[src/common/tpp_pkg.sv]
package tpp_pkg;

   //----------------------------------------------------------------------
   // Timing
   //----------------------------------------------------------------------
   localparam int unsigned CLK_HZ            = 100_000_000;
   localparam int unsigned SIMPLEX_RATE_HZ   = 12800;
   localparam int unsigned TRIPLEX_RATE_HZ   = 4267;
   localparam int unsigned GAP_LIMIT_US      = 312;
   localparam int unsigned PREP_SLOT_MS      = 250;
   localparam int unsigned SIMPLEX_CYC       = CLK_HZ / SIMPLEX_RATE_HZ;
   localparam int unsigned TRIPLEX_CYC       = CLK_HZ / TRIPLEX_RATE_HZ;
   localparam int unsigned GAP_LIMIT_CYC     = GAP_LIMIT_US * (CLK_HZ / 1_000_000);
   localparam int unsigned PREP_SLOT_CYC     = PREP_SLOT_MS * (CLK_HZ / 1000);
   localparam int unsigned BANK_WORDS        = 1024;

   //----------------------------------------------------------------------
   // Register map (Wishbone, byte addresses)
   //----------------------------------------------------------------------
   localparam logic [3:0]  ADR_CTRL          = 4'h0;
   localparam logic [3:0]  ADR_STAT          = 4'h4;
   localparam logic [3:0]  ADR_WORD          = 4'h8;
   localparam logic [3:0]  ADR_COUNT         = 4'hC;
   localparam int unsigned CTRL_START        = 0;
   localparam int unsigned CTRL_TRIPLEX      = 1;
   localparam int unsigned CTRL_PREP         = 2;
   localparam logic [31:0] CTRL_RESET        = 32'h0000_0000;
   localparam int unsigned WORD_W            = 16;

   typedef enum logic [1:0] {
      TPP_MOT_STOP,
      TPP_MOT_FWD,
      TPP_MOT_REV
   } tpp_motion_e;

   typedef struct packed {
      logic [WORD_W-1:0] data;
      logic              id_word;
   } tpp_word_s;

endpackage : tpp_pkg

[src/hw/tpp_fifo.sv]
`timescale 1ns/1ns
module tpp_fifo #(
   parameter int unsigned WIDTH = 17,
   parameter int unsigned DEPTH = 4
) (
   input  wire logic             mclk_i,
   input  wire logic             srst_i,
   input  wire logic [WIDTH-1:0] in_data_i,
   input  wire logic             in_valid_i,
   output logic                  in_ready_o,
   output logic      [WIDTH-1:0] out_data_o,
   output logic                  out_valid_o,
   input  wire logic             out_ready_i
);
   localparam int unsigned AW = (DEPTH > 1) ? $clog2(DEPTH) : 1;

   initial begin
      if (DEPTH < 2 || (DEPTH & (DEPTH - 1)) != 0) $error("tpp_fifo: DEPTH must be a power of two >= 2");
   end

   logic [WIDTH-1:0] mem_r [DEPTH];
   logic [AW:0]      wr_ptr_r;
   logic [AW:0]      rd_ptr_r;
   logic             push;
   logic             pop;

   //----------------------------------------------------------------------
   // Flags
   //----------------------------------------------------------------------
   // Full when pointers differ only in the wrap bit
   assign in_ready_o  = (wr_ptr_r[AW] == rd_ptr_r[AW]) || (wr_ptr_r[AW-1:0] != rd_ptr_r[AW-1:0]);
   assign out_valid_o = (wr_ptr_r != rd_ptr_r);
   assign push        = in_valid_i && in_ready_o;
   assign pop         = out_valid_o && out_ready_i;
   assign out_data_o  = mem_r[rd_ptr_r[AW-1:0]];

   // Storage
   always_ff @(posedge mclk_i) begin
      if (push) begin
         mem_r[wr_ptr_r[AW-1:0]] <= in_data_i;
      end
   end

   // Pointers
   always_ff @(posedge mclk_i) begin
      if (srst_i) begin
         wr_ptr_r <= '0;
         rd_ptr_r <= '0;
      end else begin
         if (push) wr_ptr_r <= wr_ptr_r + 1'b1;
         if (pop)  rd_ptr_r <= rd_ptr_r + 1'b1;
      end
   end
endmodule : tpp_fifo

[src/hw/tpp_pacer.sv]
// Register access over Wishbone and the placing of the registers were decided locally.
`timescale 1ns/1ns
module tpp_pacer #(
   parameter int unsigned PREP_SLOT_CYCLES = tpp_pkg::PREP_SLOT_CYC,
   parameter int unsigned BANK_LEN         = tpp_pkg::BANK_WORDS
) (
   input  wire logic                        mclk_i,
   input  wire logic                        srst_i,
   // Wishbone slave
   input  wire logic                        wb_cyc_i,
   input  wire logic                        wb_stb_i,
   input  wire logic                        wb_we_i,
   input  wire logic [3:0]                  wb_adr_i,
   input  wire logic [3:0]                  wb_sel_i,
   input  wire logic [31:0]                 wb_dat_i,
   output logic      [31:0]                 wb_dat_o,
   output logic                             wb_ack_o,
   // Host cycle-steal handshake
   output logic                             load_channel_request_o,
   input  wire logic                        channel_request_ack_i,
   input  wire logic [tpp_pkg::WORD_W-1:0]  mem_word_i,
   // Panel and tape transport
   input  wire logic                        preparation_switch_i,
   input  wire logic                        tape_start_marker_i,
   input  wire logic                        clear_tape_window_i,
   input  wire logic                        tape_at_speed_i,
   input  wire logic                        id_found_i,
   output logic                             go_forward_cmd_o,
   output logic                             go_reverse_cmd_o,
   output logic                             transfer_in_progress_o,
   output logic                             end_of_bank_flag_o,
   // Word stream to tape writer
   output logic [tpp_pkg::WORD_W-1:0]       tape_word_o,
   output logic                             tape_word_id_o,
   output logic                             tape_word_valid_o,
   input  wire logic                        tape_word_ready_i,
   output logic                             gap_detect_o
);
   initial begin
      if (PREP_SLOT_CYCLES < 2) $error("tpp_pacer: PREP_SLOT_CYCLES too small");
      if (BANK_LEN < 1 || BANK_LEN > 65535) $error("tpp_pacer: BANK_LEN out of range");
   end

   typedef enum logic [1:0] {
      TPP_IDLE,
      TPP_SEEK,
      TPP_RUN
   } tpp_state_e;

   tpp_state_e                      state_r;
   logic [31:0]                     tape_control_word_r;
   logic [tpp_pkg::WORD_W-1:0]      tape_write_word_register_r;
   logic                            word_loaded_r;
   logic                            load_channel_flag_r;
   logic [31:0]                     pace_cnt_r;
   logic [31:0]                     slot_cnt_r;
   logic                            slot_open_r;
   logic [31:0]                     gap_cnt_r;
   logic                            gap_r;
   logic                            next_is_id_r;
   logic [15:0]                     xfer_cnt_r;
   logic                            eob_r;
   logic                            tip_r;
   tpp_pkg::tpp_motion_e            motion_r;
   logic                            ack_clears;
   logic                            fifo_in_ready;
   logic                            fifo_push;
   tpp_pkg::tpp_word_s              fifo_in;
   tpp_pkg::tpp_word_s              fifo_out;
   logic                            wb_hit;
   logic                            start_w;
   logic                            running;
   logic                            prep;
   logic                            triplex;
   logic [31:0]                     pace_len;

   // Width-safe 32-bit constant
   function automatic logic [31:0] c32(input int unsigned v);
      c32 = v[31:0];
   endfunction : c32

   //----------------------------------------------------------------------
   // Register bus
   //----------------------------------------------------------------------
   assign wb_hit  = wb_cyc_i && wb_stb_i && !wb_ack_o;
   assign start_w = wb_hit && wb_we_i && (wb_adr_i == tpp_pkg::ADR_CTRL) && wb_sel_i[0]
                    && wb_dat_i[tpp_pkg::CTRL_START];
   assign running = tape_control_word_r[tpp_pkg::CTRL_START];
   assign prep    = tape_control_word_r[tpp_pkg::CTRL_PREP] && preparation_switch_i;
   assign triplex = tape_control_word_r[tpp_pkg::CTRL_TRIPLEX];

   // One-cycle ack after each access; unmapped reads return zero
   always_ff @(posedge mclk_i) begin
      if (srst_i) begin
         wb_ack_o <= 1'b0;
         wb_dat_o <= 32'h0000_0000;
      end else begin
         wb_ack_o <= wb_hit;
         if (wb_hit && !wb_we_i) begin
            unique case (wb_adr_i)
               tpp_pkg::ADR_CTRL:  wb_dat_o <= tape_control_word_r;
               tpp_pkg::ADR_STAT:  wb_dat_o <= {26'h0, gap_r, next_is_id_r, tip_r, eob_r,
                                                load_channel_flag_r, word_loaded_r};
               tpp_pkg::ADR_WORD:  wb_dat_o <= {16'h0, tape_write_word_register_r};
               tpp_pkg::ADR_COUNT: wb_dat_o <= {16'h0, xfer_cnt_r};
               default:            wb_dat_o <= 32'h0000_0000;
            endcase
         end
      end
   end

   // Tape control word; end of bank clears it and stops motion
   always_ff @(posedge mclk_i) begin
      if (srst_i) begin
         tape_control_word_r <= tpp_pkg::CTRL_RESET;
      end else if (eob_r || (prep == 1'b0 && tape_control_word_r[tpp_pkg::CTRL_PREP]
                             && state_r == TPP_RUN)) begin
         tape_control_word_r <= 32'h0000_0000;
      end else if (wb_hit && wb_we_i && wb_adr_i == tpp_pkg::ADR_CTRL && wb_sel_i[0]) begin
         tape_control_word_r <= {29'h0, wb_dat_i[2:0]};
      end
   end

   //----------------------------------------------------------------------
   // Tape motion sequence
   //----------------------------------------------------------------------
   // Start at tape start goes forward at once; inside the window we seek back first
   always_ff @(posedge mclk_i) begin
      if (srst_i) begin
         state_r  <= TPP_IDLE;
         motion_r <= tpp_pkg::TPP_MOT_STOP;
         tip_r    <= 1'b0;
      end else if (!running) begin
         state_r  <= TPP_IDLE;
         motion_r <= tpp_pkg::TPP_MOT_STOP;
         tip_r    <= 1'b0;
      end else begin
         unique case (state_r)
            TPP_IDLE: begin
               if (tape_start_marker_i) begin
                  motion_r <= tpp_pkg::TPP_MOT_FWD;
                  state_r  <= TPP_RUN;
               end else if (clear_tape_window_i) begin
                  motion_r <= tpp_pkg::TPP_MOT_REV;
                  state_r  <= TPP_SEEK;
               end else begin
                  motion_r <= tpp_pkg::TPP_MOT_FWD;
                  state_r  <= TPP_RUN;
               end
            end
            TPP_SEEK: begin
               if (id_found_i || tape_start_marker_i) begin
                  motion_r <= tpp_pkg::TPP_MOT_FWD;
                  state_r  <= TPP_RUN;
               end
            end
            TPP_RUN: begin
               // Preparation ignores the ID match; speed alone starts transfer
               if (tape_at_speed_i && (prep || id_found_i)) tip_r <= 1'b1;
            end
         endcase
      end
   end

   assign go_forward_cmd_o       = (motion_r == tpp_pkg::TPP_MOT_FWD);
   assign go_reverse_cmd_o       = (motion_r == tpp_pkg::TPP_MOT_REV);
   assign transfer_in_progress_o = tip_r;
   assign end_of_bank_flag_o     = eob_r;

   //----------------------------------------------------------------------
   // Request pacing and the load channel flag
   //----------------------------------------------------------------------
   assign pace_len = triplex ? c32(tpp_pkg::TRIPLEX_CYC) : c32(tpp_pkg::SIMPLEX_CYC);

   // Period counter: raises a request at each simplex or triplex interval tick that finds the flag low
   always_ff @(posedge mclk_i) begin
      if (srst_i || !tip_r) begin
         pace_cnt_r <= 32'h0000_0000;
      end else if (pace_cnt_r >= pace_len - 32'h0000_0001) begin
         pace_cnt_r <= 32'h0000_0000;
      end else begin
         pace_cnt_r <= pace_cnt_r + 32'h0000_0001;
      end
   end

   // Quarter-second slot; restarts when an ack is let through
   always_ff @(posedge mclk_i) begin
      if (srst_i || !prep) begin
         slot_cnt_r  <= 32'h0000_0000;
         slot_open_r <= 1'b0;
      end else if (ack_clears) begin
         slot_cnt_r  <= 32'h0000_0000;
         slot_open_r <= 1'b0;
      end else if (slot_cnt_r >= c32(PREP_SLOT_CYCLES) - 32'h0000_0001) begin
         slot_open_r <= 1'b1;
      end else begin
         slot_cnt_r  <= slot_cnt_r + 32'h0000_0001;
      end
   end

   // Acks clear only when not preparing, or when the slot is open, and FIFO has room
   assign ack_clears = channel_request_ack_i && load_channel_flag_r && fifo_in_ready
                       && (!prep || slot_open_r);

   // Request flag: idle or end of bank clear wins over set; an ack clear wins over a period tick, as set needs a low flag
   always_ff @(posedge mclk_i) begin
      if (srst_i || !tip_r || eob_r) begin
         load_channel_flag_r <= 1'b0;
      end else if (pace_cnt_r == 32'h0000_0000 && !load_channel_flag_r) begin
         load_channel_flag_r <= 1'b1;
      end else if (ack_clears) begin
         load_channel_flag_r <= 1'b0;
      end
   end
   assign load_channel_request_o = load_channel_flag_r;

   //----------------------------------------------------------------------
   // Stolen word capture and bank count
   //----------------------------------------------------------------------
   always_ff @(posedge mclk_i) begin
      if (srst_i) begin
         tape_write_word_register_r <= '0;
         word_loaded_r              <= 1'b0;
         xfer_cnt_r                 <= 16'h0000;
         eob_r                      <= 1'b0;
      end else begin
         word_loaded_r <= ack_clears;
         eob_r         <= 1'b0;
         if (start_w) begin
            xfer_cnt_r <= 16'h0000;
         end
         if (ack_clears) begin
            tape_write_word_register_r <= mem_word_i;
            if (xfer_cnt_r == BANK_LEN[15:0] - 16'h0001) begin
               eob_r      <= 1'b1;
               xfer_cnt_r <= 16'h0000;
            end else begin
               xfer_cnt_r <= xfer_cnt_r + 16'h0001;
            end
         end
      end
   end

   //----------------------------------------------------------------------
   // Gap sensing on outgoing words
   //----------------------------------------------------------------------
   // Spacing is measured between words pushed into the word FIFO
   always_ff @(posedge mclk_i) begin
      if (srst_i || !tip_r) begin
         gap_cnt_r    <= 32'h0000_0000;
         gap_r        <= 1'b0;
         next_is_id_r <= 1'b1;
      end else if (fifo_push) begin
         gap_cnt_r    <= 32'h0000_0000;
         gap_r        <= 1'b0;
         next_is_id_r <= 1'b0;
      end else if (gap_cnt_r > c32(tpp_pkg::GAP_LIMIT_CYC)) begin
         gap_r        <= 1'b1;
         next_is_id_r <= 1'b1;
      end else begin
         gap_cnt_r    <= gap_cnt_r + 32'h0000_0001;
      end
   end
   assign gap_detect_o = gap_r;

   //----------------------------------------------------------------------
   // Word FIFO toward the tape writer
   //----------------------------------------------------------------------
   // Writer only sees a word once it sits in the word register
   assign fifo_push    = word_loaded_r;
   assign fifo_in.data = tape_write_word_register_r;
   assign fifo_in.id_word = next_is_id_r;

   tpp_fifo #(
      .WIDTH ($bits(tpp_pkg::tpp_word_s)),
      .DEPTH (4)
   ) u_fifo (
      .mclk_i      (mclk_i),
      .srst_i      (srst_i),
      .in_data_i   (fifo_in),
      .in_valid_i  (fifo_push),
      .in_ready_o  (fifo_in_ready),
      .out_data_o  (fifo_out),
      .out_valid_o (tape_word_valid_o),
      .out_ready_i (tape_word_ready_i)
   );

   assign tape_word_o    = fifo_out.data;
   assign tape_word_id_o = fifo_out.id_word;
endmodule : tpp_pacer

[config.mk]
export PLATFORM = sky130hd
export DESIGN_NAME = tpp_pacer
export DESIGN_NICKNAME = d
export VERILOG_FILES = /design/src/common/tpp_pkg.sv /design/src/hw/tpp_fifo.sv /design/src/hw/tpp_pacer.sv
export SDC_FILE = /design/constraint.sdc
export NUM_CORES = 1
export LEC_CHECK = 0
export ABC_CLOCK_PERIOD_IN_PS = 2330
export BUFFER_PORTS_ARGS = -buffer_cell sky130_fd_sc_hd__clkbuf_2
export CAP_MARGIN = 10
export CORE_MARGIN = 2
export CORE_UTILIZATION = 57
export DETAILED_ROUTE_END_ITERATION = 12
export GPL_TIMING_DRIVEN = 0
export PLACE_DENSITY = 0.79
export SLEW_MARGIN = 10
export SYNTH_ARGS = -nofsm -noshare
export SYNTH_HDL_FRONTEND = slang
export SYNTH_SLANG_ARGS = --single-unit
[constraint.sdc]
create_clock -name mclk_i -period 2.33 [get_ports mclk_i]
set_input_delay 0.1165 -clock mclk_i [delete_from_list [all_inputs] [get_ports mclk_i]]
set_output_delay 0.1165 -clock mclk_i [all_outputs]
set_load 0.01 [all_outputs]
==> run metrics, run 1 <==
final net count=1,107; crit path launch type=flop; antenna viol nets, final=0; CP max-delay cell=buf_1; DRT Pass-1 Iters=5; CP max stage delay=between 0.3 and 0.4 ns; Arr. time, crit path=~2.1 ns; Int Pwr=0.00671 W; Netlist Area Pre-Place=roughly 9400 µm²; largest net degree at the start of global routing=19; Yosys Warn Count=0; total power=0.00839 W; Worst Tran Pin Value=0.983 ns; Yosys reg bits=233; WL final=21,300 µm; Sw Share=0.200; pins over their slew limit=0; Sink Count=233; Root Buffer=clkbuf_16; post-synth top area share=0.351; sw power=0.00168 W; initial antenna violation count=1; Finish-stage setup viols=0; diode count=0; CP max FO=10; GP Congestion=0.843; Clk Latency, worst-skew pair=around 0.52 ns; io pins=around 130; Pleak=4.08 nW; Yosys top cell by area=dfxtp_1; fmax=449 MHz; Post-Syn Instances=around 870; total gr overflow=0; Tcrit/Tclk final=0.956; worst endpoint required time=2.21 ns; FFs w/ async S/R, synth=0; number of hold violations in the final report=0; Seq/Total Area, Yosys=0.568; Num CTS Buffers=24; drc violations=0; r2r startpoint=xfer_cnt_r[0]; crit path cell chain=buf_1 -> clkbuf_2 -> mux4_2 -> clkbuf_2; peak supply drop=0.000704 V; Synth cell types=57; HP Class=primary input to flop; maxcap violations=0; CP endpoint kind=output port; Synth top cells by count=dfxtp_1 (165), nor2_1 (84), edfxtp_1 (68), nand2_1 (68), a21oi_1 (45); Detailed Route Iter0 Violations=~440; Max H-tree Level=1; DPL Wire Length=14,100 µm; CTS Buffer Depth=3; Comb pwr share=0.023; Core Box Area=16,000 µm²; synth top area cells=dfxtp_1 (35%), edfxtp_1 (22%), mux4_2 (4.8%); clk slew on worst S/H paths=0.07 ns; Tmin final=2.23 ns; share of layout cells above drive strength 1=0.176; Primary FF master, synth=dfxtp_1; port bufs=73; max_slew headroom=0.340; Via density=5.65; die area=17,600 µm²; Area Overhead vs Synth=20.4%; final setup margin=0.102 ns; pre-CTS WS=-0.171 ns; status=completed; wire per inst=about 17 µm; cell with the most instances after synthesis=dfxtp_1; syn avg cell area=10.8 µm²; Flop pwr share=0.498; power density cells=740 nW/µm²; die width=133 µm; Starting Density=0.589; Die Y=between 100 and 150 µm; clock power share=0.478; gr usage total=0.239; critical path type=flop to output port; number of flops mapped to enable cells by yosys=68; DR vias=7,101; worst hold start=id_found_i; first-pass GRT wire length=34,100 µm; CTS tree=yes; vias in the first global route=between 6,000 and 7,000; Layout Skew=0.0101 ns; most numerous cell on the critical path=clkbuf_2; Rows=46
-- layout by cell type, fill, tap and decap left out, types with 23 or more instances in the layout --
cell type      synthesis  layout
a21oi_1               45      45
and3_1                33      33
clkbuf_16              0      24
clkbuf_2               0      78
conb_1                 1      32
dfxtp_1              165     164
dlygate4sd3_1          0      26
edfxtp_1              68      68
nand2_1               68      68
nand3_1               27      27
nand4_1               23      23
nor2_1                84      84
nor3_1                34      33
xor2_1                34      34
-- worst paths after layout --
path	slack, ns	endpoint	cells past startpoint
worst min register to register	0.46	slot_cnt_r[25]	1
worst min-delay path	0.03	transfer_in_progress_o	4
worst max-delay path	0.10	tape_word_o[13]	4
worst max register to register	0.11	xfer_cnt_r[11]	7
-- logic make-up after synthesis --
family,after synthesis,share of synthesized area
and+or+nand+nor,354,0.196
DFF,233,0.568
AOI/OAI and AO/OA,120,0.0809
buffers and inverters,71,0.0359
xor gates and xnor gates,47,0.0437
muxes,26,0.0545
adders and majority gates,16,0.0213
other,1,0.000398
-- per-stage QoR --
stage	cells	utilization	area, µm²	setup TNS [ns]	hold slack, ns
after floorplan	899	-	9530	0	0.252
after global placement	1188	0.636	10200	-1.78	0.344
after detailed placement	1188	0.636	10200	-1.75	0.353
after CTS	1258	0.706	11300	0	0.0105
after global routing	1257	0.709	11300	-0.0683	0.0687
final	1257	0.709	11300	0	0.0257
-- metal layers --
metal	part of all wire	track usage	up-vias
met3	0.065	0.0456	46
met4	0.027	0.0806	2
met2	0.48	0.416	259
met5	0.00033	0	-
met1	0.42	0.298	3369
li1	-	-	3425
-- flip-flops by register name (all words and copies together) (netlist names), 3 cells and up, named ones only --
name                        flops
u_fifo.mem_r                   68
gap_cnt_r                      32
pace_cnt_r                     32
slot_cnt_r                     32
tape_write_word_register_r     16
wb_dat_o                       16
xfer_cnt_r                     16
tape_control_word_r             3
u_fifo.rd_ptr_r                 3
u_fifo.wr_ptr_r                 3
-- power by group through the flow --
stage | Sequential, W | Combinational (W) | Clock, W
floorplan | 0.00427 | 0.0000894 | 0
global placement | 0.00427 | 0.000154 | 0
detailed placement | 0.00427 | 0.000155 | 0
CTS | 0.00418 | 0.000190 | 0.00406
global route | 0.00418 | 0.000214 | 0.00421
finish | 0.00418 | 0.000196 | 0.00401
-- layout make-up --
class                      count  area (µm²)
sequential                   233        5350
clock buffer                  32         661
buffer                        50         270
inverter                      19        71.3
clock inverter                12         180
timing repair buffer         100         633
tap                          216         270
multi-input combinational    595        3910
fill                        1169        4660
-- critical path, delay by kind of cell, from the launching register on --
kind	cells	cell delay [ns]
buffers and inverters	3	0.91
flip-flops	1	0.30
multiplexers	1	0.38
-- what timing repair did --
| item | 4_1_cts | 5_1_grt |
|---|---|---|
| hold buffers | 26 | 0 |
| endpoints found under the hold margin | 26 | 0 |
| setup buffers | 1 | 0 |
| pin swaps | 1 | 2 |
| gates resized for setup | 5 | 17 |
| setup endpoints to repair | 49 | 146 |
Power figures use the tool's default switching activity.
==> inputs of run 2 (changes only) <==
--- a/config.mk
+++ b/config.mk
@@ -9,10 +9,11 @@
 export BUFFER_PORTS_ARGS = -buffer_cell sky130_fd_sc_hd__clkbuf_2
 export CAP_MARGIN = 10
 export CORE_MARGIN = 2
-export CORE_UTILIZATION = 57
+export CORE_UTILIZATION = 50
 export DETAILED_ROUTE_END_ITERATION = 12
 export GPL_TIMING_DRIVEN = 0
-export PLACE_DENSITY = 0.79
+export PLACE_DENSITY = 0.71
+export SKIP_CTS_REPAIR_TIMING = 1
 export SLEW_MARGIN = 10
 export SYNTH_ARGS = -nofsm -noshare
 export SYNTH_HDL_FRONTEND = slang
==> run metrics, run 2 (same netlist as run 1, synthesis figures left out) <==
vias in the first global route=6,121 (was 6,872); Max H-tree Level=1 (unchanged); Num CTS Buffers=24 (unchanged); Filler cells=1,519 (was 1,169); CTS tree=yes (unchanged); share of layout cells above drive strength 1=0.174 (was 0.176); Top delay family on crit path=simple AND/OR/NAND/NOR gates (was buffers and inverters); Tcrit/Tclk final=0.945 (was 0.956); io pins=125 (unchanged); worst hold start=id_found_i (unchanged); Flop pwr share=0.514 (was 0.498); critical path type=flop to flop (was flop to output port); number of hold violations in the final report=0 (unchanged); clock power share=0.462 (was 0.478); sw power=0.00162 W (was 0.00168 W); Starting Density=0.507 (was 0.589); CP max stage delay=0.45 ns (was 0.39 ns); wire length on met3=1380 µm (was 1390 µm); first-pass GRT wire length=31,200 µm (was 34,100 µm); Core Box Area=18,600 µm² (was 16,000 µm²); setup TNS=0 ns (unchanged); Reg2Reg Depth=7 (unchanged); die width=141 µm (was 133 µm); Area Overhead vs Synth=19.8% (was 20.4%); Tmin final=2.20 ns (was 2.23 ns); CP endpoint kind=flop (was output port); reg2reg end=xfer_cnt_r[9] (was xfer_cnt_r[11]); max FFs per register=68 (unchanged); peak supply drop=0.000541 V (was 0.000704 V); non-filler cells, final=1,274 (was 1,257); WL final=20,100 µm (was 21,300 µm); initial antenna violation count=2 (was 1); most common cell after layout, fill and taps aside=dfxtp_1 (unchanged); Reg2Reg Setup Slack=0.13 ns (was 0.11 ns); Sink Count=233 (unchanged); final net count=1,106 (was 1,107); total gr overflow=0 (unchanged); Comb pwr share=0.024 (was 0.023); most frequent cells in the layout=dfxtp_1 (164), nor2_1 (84), clkbuf_2 (79), nand2_1 (68), edfxtp_1 (68) (was dfxtp_1 (164), nor2_1 (84), clkbuf_2 (78), nand2_1 (68), edfxtp_1 (68)); fmax=454 MHz (was 449 MHz); largest net degree at the start of global routing=19 (unchanged); worst endpoint required time=2.79 ns (was 2.21 ns); CTS Buffer Depth=3 (unchanged); Via density=5.37 (was 5.65); Detailed Route Iter0 Violations=465 (was 441); DRT Pass-1 Iters=7 (was 5); M1 WL=9320 µm (was 9020 µm); Die Y=141 µm (was 133 µm); clk slew on worst S/H paths=0.06 ns (was 0.07 ns); placed insts=1,206 (was 1,188); routed wl met2=9070 µm (was 10,300 µm); CP max FO=7 (was 10); Finish-stage setup viols=0 (unchanged); Worst Tran Pin Value=1.05 ns (was 0.983 ns); WHS Path Cells=4 (unchanged); GP Congestion=0.813 (was 0.843); Pleak=4.05 nW (was 4.08 nW); drc violations=0 (unchanged); port bufs=73 (unchanged); status=completed (unchanged); max_slew headroom=0.296 (was 0.340); maxcap violations=0 (unchanged); Rows=50 (was 46); die area=19,900 µm² (was 17,600 µm²); Layout Skew=0.0154 ns (was 0.0101 ns); pins over their slew limit=0 (unchanged); antenna viol nets, final=0 (unchanged); power density cells=721 nW/µm² (was 740 nW/µm²); crit path cell chain=ha_1 -> and3_1 -> and4_1 -> a311o_1 -> buf_4 -> or4_1 -> nand2_1 (was buf_1 -> clkbuf_2 -> mux4_2 -> clkbuf_2); r2r startpoint=xfer_cnt_r[0] (unchanged); wire per inst=15.8 µm (was 17.0 µm); WHS Endpoint=transfer_in_progress_o (unchanged); Int Pwr=0.00651 W (was 0.00671 W); Area after DPL=10,200 µm² (about the same); Root Buffer=clkbuf_16 (unchanged); CP max-delay cell=or4_1 (was buf_1); crit path launch type=flop (unchanged); Buf/Inv on CP=1 (was 3); Clk Latency, worst-skew pair=0.51 ns (was 0.52 ns); final hold slack=0.00147 ns (was 0.0257 ns); Arr. time, crit path=2.66 ns (was 2.11 ns); DPL Wire Length=13,700 µm (was 14,100 µm); gr usage total=0.193 (was 0.239); Sw Share=0.199 (was 0.200); HP Class=primary input to flop (unchanged); DR vias=6,840 (was 7,101); Post-Layout Inst Area=11,300 µm² (about the same); max layer used=met4 (was met5)
-- run 2: changes by cell type in the layout (fill, tap and decap cells not counted), moves of 2 or more --
| cell | change |
|---|---|
| bufinv_16 | -2 |
| dlygate4sd3_1 | -2 |
| clkinv_4 | -2 |
| buf_2 | +2 |
| clkinv_1 | +2 |
-- run 2: tightest hold or removal path, stage by stage --
cell      delay [ns]
clkbuf_2        0.10
nand2b_1        0.10
a31oi_1         0.07
nor2_1          0.07
-- run 2: area by class of cell --
class | instances | area (µm²) | share of cell area
flip-flops and latches | 233 | 5350 | 0.474
multi-input cells | 595 | 3900 | 0.346
clock buffers | 34 | 679 | 0.0602
repair buffers | 99 | 621 | 0.0550
well taps | 234 | 293 | 0.0260
plain buffers | 50 | 270 | 0.0240
clock inverters | 9 | 96.3 | 0.00854
inverters | 19 | 71.3 | 0.00632
diodes | 1 | 2.50 | 0.000222
-- run 2: per-stage QoR --
step                      total power, W  utilization  worst slack, ns
after floorplan                  0.00436            -            0.277
after global placement           0.00442        0.549           -0.196
after detailed placement         0.00443        0.549           -0.199
after CTS                        0.00817        0.590           -0.322
after global routing             0.00838        0.607          -0.0218
final                            0.00813        0.607            0.129
-- run 2: worst max-delay path by stage --
stage	from	slack [ns]	depth (start not counted)	to
after global placement	tape_control_word_r[1]	-0.20	9	pace_cnt_r[8]
after global routing	xfer_cnt_r[0]	-0.02	8	xfer_cnt_r[13]
after detailed placement	tape_control_word_r[1]	-0.20	9	pace_cnt_r[10]
after floorplan	pace_cnt_r[0]	0.28	9	pace_cnt_r[10]
final	xfer_cnt_r[0]	0.13	7	xfer_cnt_r[9]
after CTS	flop	-0.32	4	tape_word_o[12]
-- run 2: power groups by stage --
| stage | clock network [W] | registers, W | logic [W] |
|---|---|---|---|
| floorplan | 0 | 0.00427 | 0.0000894 |
| global placement | 0 | 0.00427 | 0.000156 |
| detailed placement | 0 | 0.00427 | 0.000157 |
| CTS | 0.00383 | 0.00418 | 0.000157 |
| global route | 0.00399 | 0.00418 | 0.000212 |
| finish | 0.00375 | 0.00418 | 0.000194 |
-- run 2: routing by layer --
layer | vias up | track usage
li1 | 3414 | -
met5 | - | 0
met1 | 3213 | 0.275
met4 | 0 | 0.0421
met2 | 185 | 0.305
met3 | 28 | 0.0435
